## config.mk

```make
export PLATFORM = sky130hd
export DESIGN_NAME = sssel_top
export DESIGN_NICKNAME = d
export VERILOG_FILES = /design/src/shared/sssel_pkg.sv /design/src/hw/sssel_timer.sv /design/src/hw/sssel_top.sv
export VERILOG_INCLUDE_DIRS = /design/src /design/src/shared
export SDC_FILE = /design/constraint.sdc
export NUM_CORES = 1
export LEC_CHECK = 0
export ABC_AREA = 1
export BUFFER_PORTS_ARGS = -buffer_cell sky130_fd_sc_hd__buf_4
export CORE_MARGIN = 4
export CORE_UTILIZATION = 40
export CTS_BUF_LIST = sky130_fd_sc_hd__clkbuf_4 sky130_fd_sc_hd__clkbuf_8
export DETAILED_ROUTE_END_ITERATION = 10
export GPL_TIMING_DRIVEN = 0
export PLACE_DENSITY = 0.63
export SYNTH_ARGS = -nofsm -noshare
export SYNTH_HDL_FRONTEND = slang
export SYNTH_SLANG_ARGS = --single-unit
```

## constraint.sdc

```tcl
create_clock -name clk -period 1.65 [get_ports clk]
set_clock_uncertainty 0.15 [all_clocks]
set_input_delay 0.165 -clock clk [delete_from_list [all_inputs] [get_ports clk]]
set_output_delay 0.165 -clock clk [all_outputs]
set_load 0.01 [all_outputs]
```

## src/shared/sssel_defines.svh

```systemverilog
`ifndef SSSEL_DEFINES_SVH
`define SSSEL_DEFINES_SVH

`define SSSEL_CLK_HZ        25000000
`define SSSEL_MS_PER_S      1000
`define SSSEL_MS_CYCLES     (`SSSEL_CLK_HZ / `SSSEL_MS_PER_S)

`define SSSEL_OFS_CTRL      8'h00
`define SSSEL_OFS_TIME      8'h04
`define SSSEL_OFS_TORQUE    8'h08
`define SSSEL_OFS_STATUS    8'h0C

`define SSSEL_CTRL_SOS_LSB  0
`define SSSEL_CTRL_POS_LSB  4
`define SSSEL_CTRL_UVT_LSB  8
`define SSSEL_CTRL_ALS_LSB  12
`define SSSEL_TIME_DET_LSB  0
`define SSSEL_TIME_WDL_LSB  16
`define SSSEL_STAT_UV_BIT   2

`define SSSEL_SEQ_MAX       4'h9
`define SSSEL_DET_MIN       11'h014
`define SSSEL_DET_MAX       11'h7D0
`define SSSEL_TRQ_MAX       9'h1F4

`define SSSEL_RST_SOS       4'h0
`define SSSEL_RST_POS       4'h0
`define SSSEL_RST_UVT       2'h1
`define SSSEL_RST_ALS       3'h0
`define SSSEL_RST_DET       11'h046
`define SSSEL_RST_WDL       11'h3E8
`define SSSEL_RST_TRQ       9'h000

`define SSSEL_RESP_OKAY     2'h0
`define SSSEL_RESP_SLVERR   2'h2

`endif

```

## src/shared/sssel_pkg.sv

```systemverilog
`default_nettype none

package sssel_pkg;
  typedef enum logic [1:0] {
    SSSEL_RUN,
    SSSEL_DECEL,
    SSSEL_STOP
  } sssel_state_t;

  typedef enum logic [1:0] {
    SSSEL_DEC_DB,
    SSSEL_DEC_FREE,
    SSSEL_DEC_ESTOP
  } sssel_decel_t;
endpackage

`default_nettype wire

```

## src/hw/sssel_timer.sv

```systemverilog
`include "sssel_defines.svh"
`default_nettype none

module sssel_timer (
  input  wire logic        clk,
  input  wire logic        reset,
  input  wire logic        tick,
  input  wire logic        run,
  input  wire logic [10:0] limit,
  output logic             done
);
  logic [10:0] cnt_q;

  // Counts whole milliseconds while run stays high; any drop restarts it
  always_ff @(posedge clk) begin
    if (reset || !run) begin
      cnt_q <= 11'h000;
      done  <= 1'b0;
    end else begin
      if (tick && cnt_q != limit) begin
        cnt_q <= cnt_q + 11'h001;
      end
      done <= (cnt_q == limit);
    end
  end
endmodule

`default_nettype wire

```

## src/hw/sssel_top.sv

```systemverilog
// Summary of operation
// Emergency stop keeps servo on, torque limited
// Below 30 r/min deceleration ends, stop latched
// Clearing servo-off selections zero both deviations
// Error during servo-off uses alarm selection
// Power loss during servo-off uses power-off selection
// Power-off selection 0-9 maps like servo-off
// Error during power-off uses alarm selection
// Power loss at servo-on, trip bit0: undervoltage
// Trip bit0 clear: servo-off, auto resume
// Trip bit1 picks warning detection condition
// Warning only after warning delay expires
// Trip selection void when detect time 2000
// Low bus voltage before detection: undervoltage error
// Loss recognised after continuous detect time
// Detect time 2000 disables power-off detection
// Alarm selection 0-3: brake or free-run
// Alarm 4-7: estop if needed, else brake/free-run
// Alarm holds deviation, clears on cancel
// Estop torque 0-500 percent, 0 normal
// Host stops commands while deviation held
// Servo-off map: clear, hold, estop groups
// Registered brake, estop, torque, deviation outputs
`include "sssel_defines.svh"
`default_nettype none

module sssel_top #(
  parameter int MS_CYCLES = `SSSEL_MS_CYCLES
) (
  input  wire logic                clk,
  input  wire logic                reset,
  input  wire logic                servo_on_cmd,
  input  wire logic                main_power_ok,
  input  wire logic                bus_voltage_low,
  input  wire logic                alarm_active,
  input  wire logic                alarm_needs_estop,
  input  wire logic                speed_below_30,
  output logic                     dynamic_brake,
  output logic                     estop_req,
  output logic                     servo_enable,
  output logic                     torque_limit_sel,
  output logic [8:0]               torque_limit_pct,
  output logic                     deviation_clear,
  output logic                     deviation_hold,
  output logic                     main_undervoltage_error,
  output logic                     power_off_warning,
  output sssel_pkg::sssel_state_t  stop_phase,
  input  wire logic [7:0]          s_axi_awaddr,
  input  wire logic                s_axi_awvalid,
  output logic                     s_axi_awready,
  input  wire logic [31:0]         s_axi_wdata,
  input  wire logic [3:0]          s_axi_wstrb,
  input  wire logic                s_axi_wvalid,
  output logic                     s_axi_wready,
  output logic [1:0]               s_axi_bresp,
  output logic                     s_axi_bvalid,
  input  wire logic                s_axi_bready,
  input  wire logic [7:0]          s_axi_araddr,
  input  wire logic                s_axi_arvalid,
  output logic                     s_axi_arready,
  output logic [31:0]              s_axi_rdata,
  output logic [1:0]               s_axi_rresp,
  output logic                     s_axi_rvalid,
  input  wire logic                s_axi_rready
);
  import sssel_pkg::*;

  // Register index for an address, 3'h4 when unmapped
  function automatic logic [2:0] reg_index(input logic [7:0] addr);
    case (addr)
      `SSSEL_OFS_CTRL:   reg_index = 3'h0;
      `SSSEL_OFS_TIME:   reg_index = 3'h1;
      `SSSEL_OFS_TORQUE: reg_index = 3'h2;
      `SSSEL_OFS_STATUS: reg_index = 3'h3;
      default:           reg_index = 3'h4;
    endcase
  endfunction

  // Stop sequence decode: {clear, after_free, decel}
  function automatic logic [3:0] seq_decode(input logic alarm, input logic [3:0] sel,
                                            input logic need_estop);
    sssel_decel_t dm;
    dm = sel[0] ? SSSEL_DEC_FREE : SSSEL_DEC_DB;
    if (alarm) begin
      if (sel[2] && need_estop) begin
        dm = SSSEL_DEC_ESTOP;
      end
      seq_decode = {1'b0, sel[1], dm};
    end else if (sel[3]) begin
      seq_decode = {1'b1, sel[0], SSSEL_DEC_ESTOP};
    end else begin
      seq_decode = {!sel[2], sel[1], dm};
    end
  endfunction

  logic [3:0]   sos_q;
  logic [3:0]   pos_q;
  logic [1:0]   uvt_q;
  logic [2:0]   als_q;
  logic [10:0]  det_q;
  logic [10:0]  wdl_q;
  logic [8:0]   etl_q;
  logic [15:0]  div_q;
  logic         ms_tick_q;
  logic         power_lost_q;
  logic         alarm_prev_q;
  sssel_state_t state_q;
  sssel_state_t state_d;

  logic         aw_have_q;
  logic         w_have_q;
  logic [7:0]   awaddr_q;
  logic [31:0]  wdata_q;
  logic [3:0]   wstrb_q;

  // Bus handshakes and write merge
  wire          aw_take  = s_axi_awvalid && s_axi_awready;
  wire          w_take   = s_axi_wvalid && s_axi_wready;
  wire          ar_take  = s_axi_arvalid && s_axi_arready;
  wire          do_write = aw_have_q && w_have_q && !s_axi_bvalid;
  wire [2:0]    w_idx    = reg_index(awaddr_q);
  wire [2:0]    r_idx    = reg_index(s_axi_araddr);
  wire [31:0]   bmask;
  wire [31:0]   ctrl_rd;
  wire [31:0]   time_rd;
  wire [31:0]   trq_rd;
  wire [31:0]   stat_rd;

  genvar gi;
  generate
    for (gi = 0; gi < 4; gi++) begin : g_mask
      assign bmask[gi*8 +: 8] = {8{wstrb_q[gi]}};
    end
  endgenerate

  assign ctrl_rd = {17'h00000, als_q, 2'h0, uvt_q, pos_q, sos_q};
  assign time_rd = {5'h00, wdl_q, 5'h00, det_q};
  assign trq_rd  = {23'h000000, etl_q};
  assign stat_rd = {22'h000000, servo_enable, deviation_hold, deviation_clear,
                    estop_req, dynamic_brake, power_lost_q, power_off_warning,
                    main_undervoltage_error, stop_phase};

  wire [31:0] ctrl_m = (ctrl_rd & ~bmask) | (wdata_q & bmask);
  wire [31:0] time_m = (time_rd & ~bmask) | (wdata_q & bmask);
  wire [31:0] trq_m  = (trq_rd & ~bmask) | (wdata_q & bmask);
  wire [3:0]  sos_w  = ctrl_m[`SSSEL_CTRL_SOS_LSB +: 4];
  wire [3:0]  pos_w  = ctrl_m[`SSSEL_CTRL_POS_LSB +: 4];
  wire [10:0] det_w  = time_m[`SSSEL_TIME_DET_LSB +: 11];
  wire [8:0]  etl_w  = trq_m[8:0];
  wire        wr_ctrl = do_write && w_idx == 3'h0;
  wire        wr_time = do_write && w_idx == 3'h1;
  wire        wr_trq  = do_write && w_idx == 3'h2;
  wire        uv_clr  = do_write && w_idx == 3'h3 && wstrb_q[0]
                        && wdata_q[`SSSEL_STAT_UV_BIT];

  // Power monitoring
  wire power_off  = !main_power_ok;
  wire detect_en  = det_q != `SSSEL_DET_MAX;
  wire servo_on   = state_q == SSSEL_RUN;
  wire warn_cond  = power_off && detect_en && (uvt_q[1] || servo_on);
  wire pl_done;
  wire warn_done;
  wire lost_edge  = pl_done && !power_lost_q;
  wire uv_trip    = lost_edge && servo_on && uvt_q[0];
  wire uv_bus     = power_off && bus_voltage_low && !power_lost_q;
  wire uv_set     = uv_trip || uv_bus;
  wire uv_d       = uv_set || (main_undervoltage_error && !uv_clr);

  sssel_timer u_detect (
    .clk   (clk),
    .reset (reset),
    .tick  (ms_tick_q),
    .run   (power_off && detect_en),
    .limit (det_q),
    .done  (pl_done)
  );

  sssel_timer u_warn (
    .clk   (clk),
    .reset (reset),
    .tick  (ms_tick_q),
    .run   (warn_cond),
    .limit (wdl_q),
    .done  (warn_done)
  );

  // Stop source priority: alarm, then power loss, then servo-off
  wire        alarm_any  = alarm_active || main_undervoltage_error;
  wire        alarm_fall = alarm_prev_q && !alarm_any;
  wire        stop_req   = alarm_any || power_lost_q || !servo_on_cmd;
  wire [3:0]  src_sel    = alarm_any ? {1'b0, als_q} :
                           power_lost_q ? pos_q : sos_q;
  wire [3:0]  seq        = seq_decode(alarm_any, src_sel, alarm_needs_estop);
  wire        seq_clear  = seq[3];
  wire        seq_afree  = seq[2];
  wire [1:0]  seq_decel  = seq[1:0];

  always_comb begin
    state_d = state_q;
    case (state_q)
      SSSEL_RUN: begin
        if (stop_req) begin
          state_d = speed_below_30 ? SSSEL_STOP : SSSEL_DECEL;
        end
      end
      SSSEL_DECEL: begin
        if (!stop_req) begin
          state_d = SSSEL_RUN;
        end else if (speed_below_30) begin
          state_d = SSSEL_STOP;
        end
      end
      SSSEL_STOP: begin
        if (!stop_req) begin
          state_d = SSSEL_RUN;
        end
      end
      default: state_d = SSSEL_RUN;
    endcase
  end

  // Power stage commands for the coming cycle
  wire stopping = state_d != SSSEL_RUN;
  wire in_decel = state_d == SSSEL_DECEL;
  wire estop_d  = in_decel && seq_decel == SSSEL_DEC_ESTOP;
  wire db_d     = in_decel ? (seq_decel == SSSEL_DEC_DB) :
                  (stopping && !seq_afree);
  wire clr_d    = (stopping && seq_clear) || alarm_fall;
  wire hold_d   = stopping && !seq_clear && !alarm_fall;

  always_ff @(posedge clk) begin
    if (reset) begin
      div_q                   <= 16'h0000;
      ms_tick_q               <= 1'b0;
      power_lost_q            <= 1'b0;
      alarm_prev_q            <= 1'b0;
      state_q                 <= SSSEL_RUN;
      dynamic_brake           <= 1'b0;
      estop_req               <= 1'b0;
      servo_enable            <= 1'b0;
      torque_limit_sel        <= 1'b0;
      torque_limit_pct        <= `SSSEL_RST_TRQ;
      deviation_clear         <= 1'b0;
      deviation_hold          <= 1'b0;
      main_undervoltage_error <= 1'b0;
      power_off_warning       <= 1'b0;
      stop_phase              <= SSSEL_RUN;
    end else begin
      ms_tick_q               <= div_q == 16'(MS_CYCLES - 1);
      div_q                   <= (div_q == 16'(MS_CYCLES - 1)) ? 16'h0000 : div_q + 16'h0001;
      power_lost_q            <= pl_done;
      alarm_prev_q            <= alarm_any;
      state_q                 <= state_d;
      stop_phase              <= state_d;
      dynamic_brake           <= db_d;
      estop_req               <= estop_d;
      servo_enable            <= !stopping || estop_d;
      torque_limit_sel        <= estop_d && etl_q != 9'h000;
      torque_limit_pct        <= etl_q;
      deviation_clear         <= clr_d;
      deviation_hold          <= hold_d;
      main_undervoltage_error <= uv_d;
      power_off_warning       <= warn_done;
    end
  end

  // Settings registers; out-of-range values leave the field unchanged
  always_ff @(posedge clk) begin
    if (reset) begin
      sos_q <= `SSSEL_RST_SOS;
      pos_q <= `SSSEL_RST_POS;
      uvt_q <= `SSSEL_RST_UVT;
      als_q <= `SSSEL_RST_ALS;
      det_q <= `SSSEL_RST_DET;
      wdl_q <= `SSSEL_RST_WDL;
      etl_q <= `SSSEL_RST_TRQ;
    end else begin
      if (wr_ctrl) begin
        if (sos_w <= `SSSEL_SEQ_MAX) sos_q <= sos_w;
        if (pos_w <= `SSSEL_SEQ_MAX) pos_q <= pos_w;
        uvt_q <= ctrl_m[`SSSEL_CTRL_UVT_LSB +: 2];
        als_q <= ctrl_m[`SSSEL_CTRL_ALS_LSB +: 3];
      end
      if (wr_time) begin
        if (det_w >= `SSSEL_DET_MIN && det_w <= `SSSEL_DET_MAX) begin
          det_q <= det_w;
        end
        wdl_q <= time_m[`SSSEL_TIME_WDL_LSB +: 11];
      end
      if (wr_trq && etl_w <= `SSSEL_TRQ_MAX) begin
        etl_q <= etl_w;
      end
    end
  end

  // AXI4-Lite slave, one write and one read in flight
  always_ff @(posedge clk) begin
    if (reset) begin
      aw_have_q     <= 1'b0;
      w_have_q      <= 1'b0;
      awaddr_q      <= 8'h00;
      wdata_q       <= 32'h00000000;
      wstrb_q       <= 4'h0;
      s_axi_awready <= 1'b0;
      s_axi_wready  <= 1'b0;
      s_axi_bvalid  <= 1'b0;
      s_axi_bresp   <= `SSSEL_RESP_OKAY;
      s_axi_arready <= 1'b0;
      s_axi_rvalid  <= 1'b0;
      s_axi_rdata   <= 32'h00000000;
      s_axi_rresp   <= `SSSEL_RESP_OKAY;
    end else begin
      if (aw_take) begin
        aw_have_q <= 1'b1;
        awaddr_q  <= s_axi_awaddr;
      end
      if (w_take) begin
        w_have_q <= 1'b1;
        wdata_q  <= s_axi_wdata;
        wstrb_q  <= s_axi_wstrb;
      end
      if (do_write) begin
        aw_have_q    <= 1'b0;
        w_have_q     <= 1'b0;
        s_axi_bvalid <= 1'b1;
        s_axi_bresp  <= (w_idx == 3'h4) ? `SSSEL_RESP_SLVERR : `SSSEL_RESP_OKAY;
      end else if (s_axi_bvalid && s_axi_bready) begin
        s_axi_bvalid <= 1'b0;
      end
      s_axi_awready <= !(aw_take || (aw_have_q && !do_write));
      s_axi_wready  <= !(w_take || (w_have_q && !do_write));
      if (ar_take) begin
        s_axi_rvalid <= 1'b1;
        s_axi_rresp  <= (r_idx == 3'h4) ? `SSSEL_RESP_SLVERR : `SSSEL_RESP_OKAY;
        case (r_idx)
          3'h0:    s_axi_rdata <= ctrl_rd;
          3'h1:    s_axi_rdata <= time_rd;
          3'h2:    s_axi_rdata <= trq_rd;
          3'h3:    s_axi_rdata <= stat_rd;
          default: s_axi_rdata <= 32'h00000000;
        endcase
      end else if (s_axi_rvalid && s_axi_rready) begin
        s_axi_rvalid <= 1'b0;
      end
      s_axi_arready <= !(ar_take || (s_axi_rvalid && !s_axi_rready));
    end
  end
endmodule

`default_nettype wire

```

==> results <==
- The antenna violation net count after detailed routing is 0.
- The switching component of the power is 2.276 mW.
- In this run the critical register-to-register path is captured at det_q[0].
- The number of cells produced by synthesis is 1136.
- The beginning of the worst register-to-register path is wstrb_q[0].
- The cell area that synthesis handed to floorplanning was 0.008055 mm^2.
- The required time reported for the critical path endpoint is 1.87 ns.
- Leaving out fill and tap cells, the most frequent cell in the layout is nand2_1.
- The worst slew margin relative to its limit is a little over two fifths.
- The H-tree generated during clock tree synthesis spans 4 levels.
- The clock network burns 36.0% of the power.
- The worst path arrival time is slightly below 2 ns.
- The total clock buffers created by CTS is 17.
- In the post-route analysis, the smallest setup slack over all paths is -0.1121 ns.
- After detailed routing, the number of vias per cell comes to 5.081.
- The dominant combinational cell family by area after synthesis is simple AND/OR/NAND/NOR gates.
- The routed via count is approximately 8300.
- The path type of the worst setup path is flop to flop.
- The switching share of power is 27.02%.
- The average instance area after synthesis is between 7 and 8 um^2.
- The number of diodes added for antenna fixing is 0.
- Entering global routing, the biggest net connects 17 pins.
- Setup repair after global routing could not meet its margin everywhere.
- After detailed routing, the average wire length per cell comes to between 15 and 20 um.
- The layout has ~1900 filler cells.
- The wire length of the first global-routing pass is 38050 um.
- The largest fanout on the critical path is 6.
- The element type at the critical path end is a flop.
- The number of clock sinks seen by CTS is between 150 and 200.
- The proportion of synthesized area in mux cells is 0%.
- The number of buffers inserted by port buffering is about 110.
- Global routing used 32.69% of the available met2 tracks.
- The height of the die is between 100 and 150 um.
- The type of the tightest min-delay check is input pin to flop.
- The DRC violation total after the first TritonRoute iteration is 628.
- The combinational fraction of design power is 11.0%.
- Among all flip-flop cells after synthesis, the most frequent one is dfxtp_1.
- The number of max-slew violations in the final report came to 0.
- Leaving out fill and tap cells, the most frequent cells in the layout are 172 x nand2_1, 158 x nor2_1, 145 x buf_4.
- Registers are responsible for 53.0% of the overall power.
- The number of cells on the worst reg-to-reg path is 8.
- Summing the areas of all fa, ha and maj instances in the mapped netlist gives less than 1% of the synthesized area.
- The area share of xor/xnor cells in the synthesized design is 4.023%.
- After the last flow step, the layout net total stands at 1430.
- The checks that failed: setup timing.
- The routed design could run at a clock period as short as 1.762 ns.
- The fraction of layout cells with a size suffix above 1 is 29.79%.
- The total number of placement rows is 51.
- The post-synthesis sequential element count is between 150 and 200.
- For the worst-skew pair, the clock arrives at the later sink with an insertion delay of 0.48 ns.
- The final weighted congestion of routability-driven global placement is 0.8784.
- The highest achievable clock rate is 0.5675 GHz.
- Dividing the final minimum period by the clock period gives 106.8%.
- The count of endpoints failing setup in the final report is 30.
- The async set-or-reset flop fraction in the synthesized netlist is 0%.
- From synthesis to final layout, the design area changed by 40.28%.
- The post-synthesis cell type count is 41.
- Hold timing on the final database bottoms out at a slack of 0.08035 ns.
- The final number of hold-violating endpoints came to 0.
- In this run the standard cell core region covers just under 0.02 mm^2.
- TritonCTS built the clock tree.
- Once the floorplan was initialized, standard cells occupied 40.99% of the core.
- The setup check on the worst reg-to-reg path leaves a slack of -0.11 ns.
- The transition time at the pin with the least slew margin is 0.8729 ns.
- The via count of the first global-routing pass is 7504.
- In this run the static leakage power is roughly 4.6 nW.
- Cell internal power was estimated by the tool at approximately 6.1 mW.
- Dividing total power by cell area gives a power density of 745.4 mW/mm^2.
- The synthesized-area fraction occupied by ao, oa, aoi and oai cells is a little over an eighth.
- The synthesized design contains 0 enable-type register cells.
- The floorplan step defined a die boundary enclosing 0.02247 mm^2.
- Global routing consumed, on the met3 layer, 4.331% of the routing resources.
- The detailed placement HPWL is about 17000 um.
- Before antenna repair, the detailed router went through 6 iterations.
- The remaining routing DRC violations is 0.
- Clock tree synthesis selected as its root buffer the cell clkbuf_8.
- No sink is reached through more buffers than the 2 on the longest clock path.
- Following the worst setup path forward leads to its endpoint at det_q[0].
- The total negative setup slack is -1.303 ns.
- The power after layout is 8.423 mW.
- For met1 alone, demand over resource in global routing was about 30%.
- Across the run, the number of max-cap violations was 0.
- The number of antenna violations at the first check in global routing is 0.
- met2 is the most crowded layer.
- The share of the core filled with cells in the final layout is 57.49%.
- Clock-pin slew was measured on the worst setup and hold paths at 0.09 ns.
- The most critical setup path has its startpoint at wstrb_q[0].
- The flow ran to the end, but the final reports show violations.
- Yosys printed 0 warnings.
- For this block, the routed nets add up to 25140 um of wire.
- The startpoint type of the worst setup path is a flop.
- The global-route congestion overflow total is 0.
- The simple logic cell fraction of the synthesized area is 29.61%.
- The peak ir drop on the vdd network is 0.5099 mV.
- In the global route stage, overall resource usage came out at 21.27%.
- The chip width is 149.9 um.
- Pin placement for this block handled around 130 I/O pins.
- The sequential cell area fraction in the yosys report is between 40% and 50%.
[layer usage]
layer | vias to the layer above | routed length [um]
met4 | 0 | 548
li1 | 4138 | -
met2 | 291 | 11170
met5 | - | 0
met3 | 49 | 1780
met1 | 3845 | 11640
[layout make-up]
type | count | area [um^2] | area share (%)
tap | 265 | 331.6 | 2.934
clock inverter | 13 | 150.1 | 1.329
inverter | 107 | 412.9 | 3.654
clock buffer | 17 | 234.0 | 2.071
timing repair buffer | 197 | 1678 | 14.85
sequential | 177 | 3610 | 31.95
multi-input combinational | 806 | 4521 | 40.01
buffer | 56 | 362.8 | 3.211
[power groups by stage]
stage | clock network [mW] | logic [mW] | registers [mW]
6_report | 3.03 | 0.930 | 4.46
3_5_place_dp | 0 | 0.687 | 4.55
4_1_cts | 3.06 | 0.843 | 4.46
2_1_floorplan | 0 | 0.399 | 4.54
5_1_grt | 3.24 | 1.01 | 4.48
3_3_place_gp | 0 | 0.681 | 4.54
[synth_stat cells, types with 2 or more instances]
cell | count | share of area (%)
nor2_4 | 2 | 0.28
nor2_1 | 171 | 8.0
or2_2 | 4 | 0.31
clkbuf_1 | 25 | 1.2
buf_4 | 11 | 1.0
ha_1 | 3 | 0.47
nor3_2 | 4 | 0.50
nor2_2 | 4 | 0.31
buf_6 | 3 | 0.42
o21ai_1 | 7 | 0.43
nand2_1 | 204 | 9.5
a21oi_1 | 96 | 6.0
nand3_1 | 103 | 6.4
nand3b_1 | 4 | 0.37
a31oi_1 | 2 | 0.16
xnor2_1 | 16 | 1.7
xor2_1 | 21 | 2.3
inv_2 | 3 | 0.14
nand4_1 | 18 | 1.4
inv_1 | 101 | 4.7
or2_1 | 2 | 0.16
dfxtp_1 | 177 | 44
clkinv_1 | 3 | 0.14
nor3_1 | 15 | 0.93
o21ai_0 | 92 | 5.7
o22ai_1 | 2 | 0.16
buf_1 | 5 | 0.23
a211oi_1 | 4 | 0.37
nor4_1 | 7 | 0.54
nand2_2 | 6 | 0.47
buf_2 | 11 | 0.68
[state kept, by name, indices dropped and copies added (netlist names), 2 cells and up, named ones only]
signal            cells
etl_q                 9
sos_q                 4
awaddr_q              8
state_q               2
torque_limit_pct      9
wdata_q              25
det_q                11
pos_q                 4
u_detect.cnt_q       11
div_q                16
u_warn.cnt_q         11
wstrb_q               4
s_axi_rdata          25
[critical path, cell delays in order, from the launching register on]
cell and delay (ns):
dfxtp_4 0.38, buf_6 0.15, o21ai_4 0.17, nand2_2 0.08
nor3_4 0.23, nand2_4 0.13, clkbuf_16 0.18, a21oi_1 0.13
nor2_1 0.07
[kinds of logic (layout without fill, tap and decap cells)]
family | count (synthesis) | in the layout
and+or+nand+nor | 547 | 550
AOI/OAI and AO/OA | 207 | 207
DFF | 177 | 177
buffers and inverters | 164 | 390
xor gates and xnor gates | 37 | 37
adders and majority gates | 3 | 3
other | 1 | 9
[per-stage QoR]
stage | instances | cell area [um^2] | setup slack (ns)
final | 1638 | 11300 | -0.1121
after global routing | 1638 | 11300 | -0.1673
after CTS | 1613 | 10530 | -0.07025
after detailed placement | 1516 | 9220 | -0.5378
after global placement | 1516 | 9220 | -0.4762
after floorplan | 1144 | 8085 | 0.05406
[repair_timing]
item / in CTS / in global routing
hold buffers: 47 / 1
endpoints found under the hold margin: 51 / 5
buffers inserted: 15 / 21
pin swaps: 23 / 39
resized for setup: 116 / 174
cloned: 5 / 4
endpoints found under the setup margin: 120 / 115
[how the worst min path moves through the flow]
| stage | start | to | slack (ns) | cells past startpoint |
|---|---|---|---|---|
| floorplan | alarm_active | alarm_prev_q | 0.17 | 2 |
| finish | bus_voltage_low | main_undervoltage_error | 0.08 | 5 |
| global placement | s_axi_bready | s_axi_bvalid | 0.27 | 4 |
| detailed placement | s_axi_bready | s_axi_bvalid | 0.27 | 4 |
| CTS | s_axi_arvalid | s_axi_rdata[1] | 0.02 | 4 |
| global route | bus_voltage_low | main_undervoltage_error | 0.05 | 5 |
(Power assumes the default switching activity.)
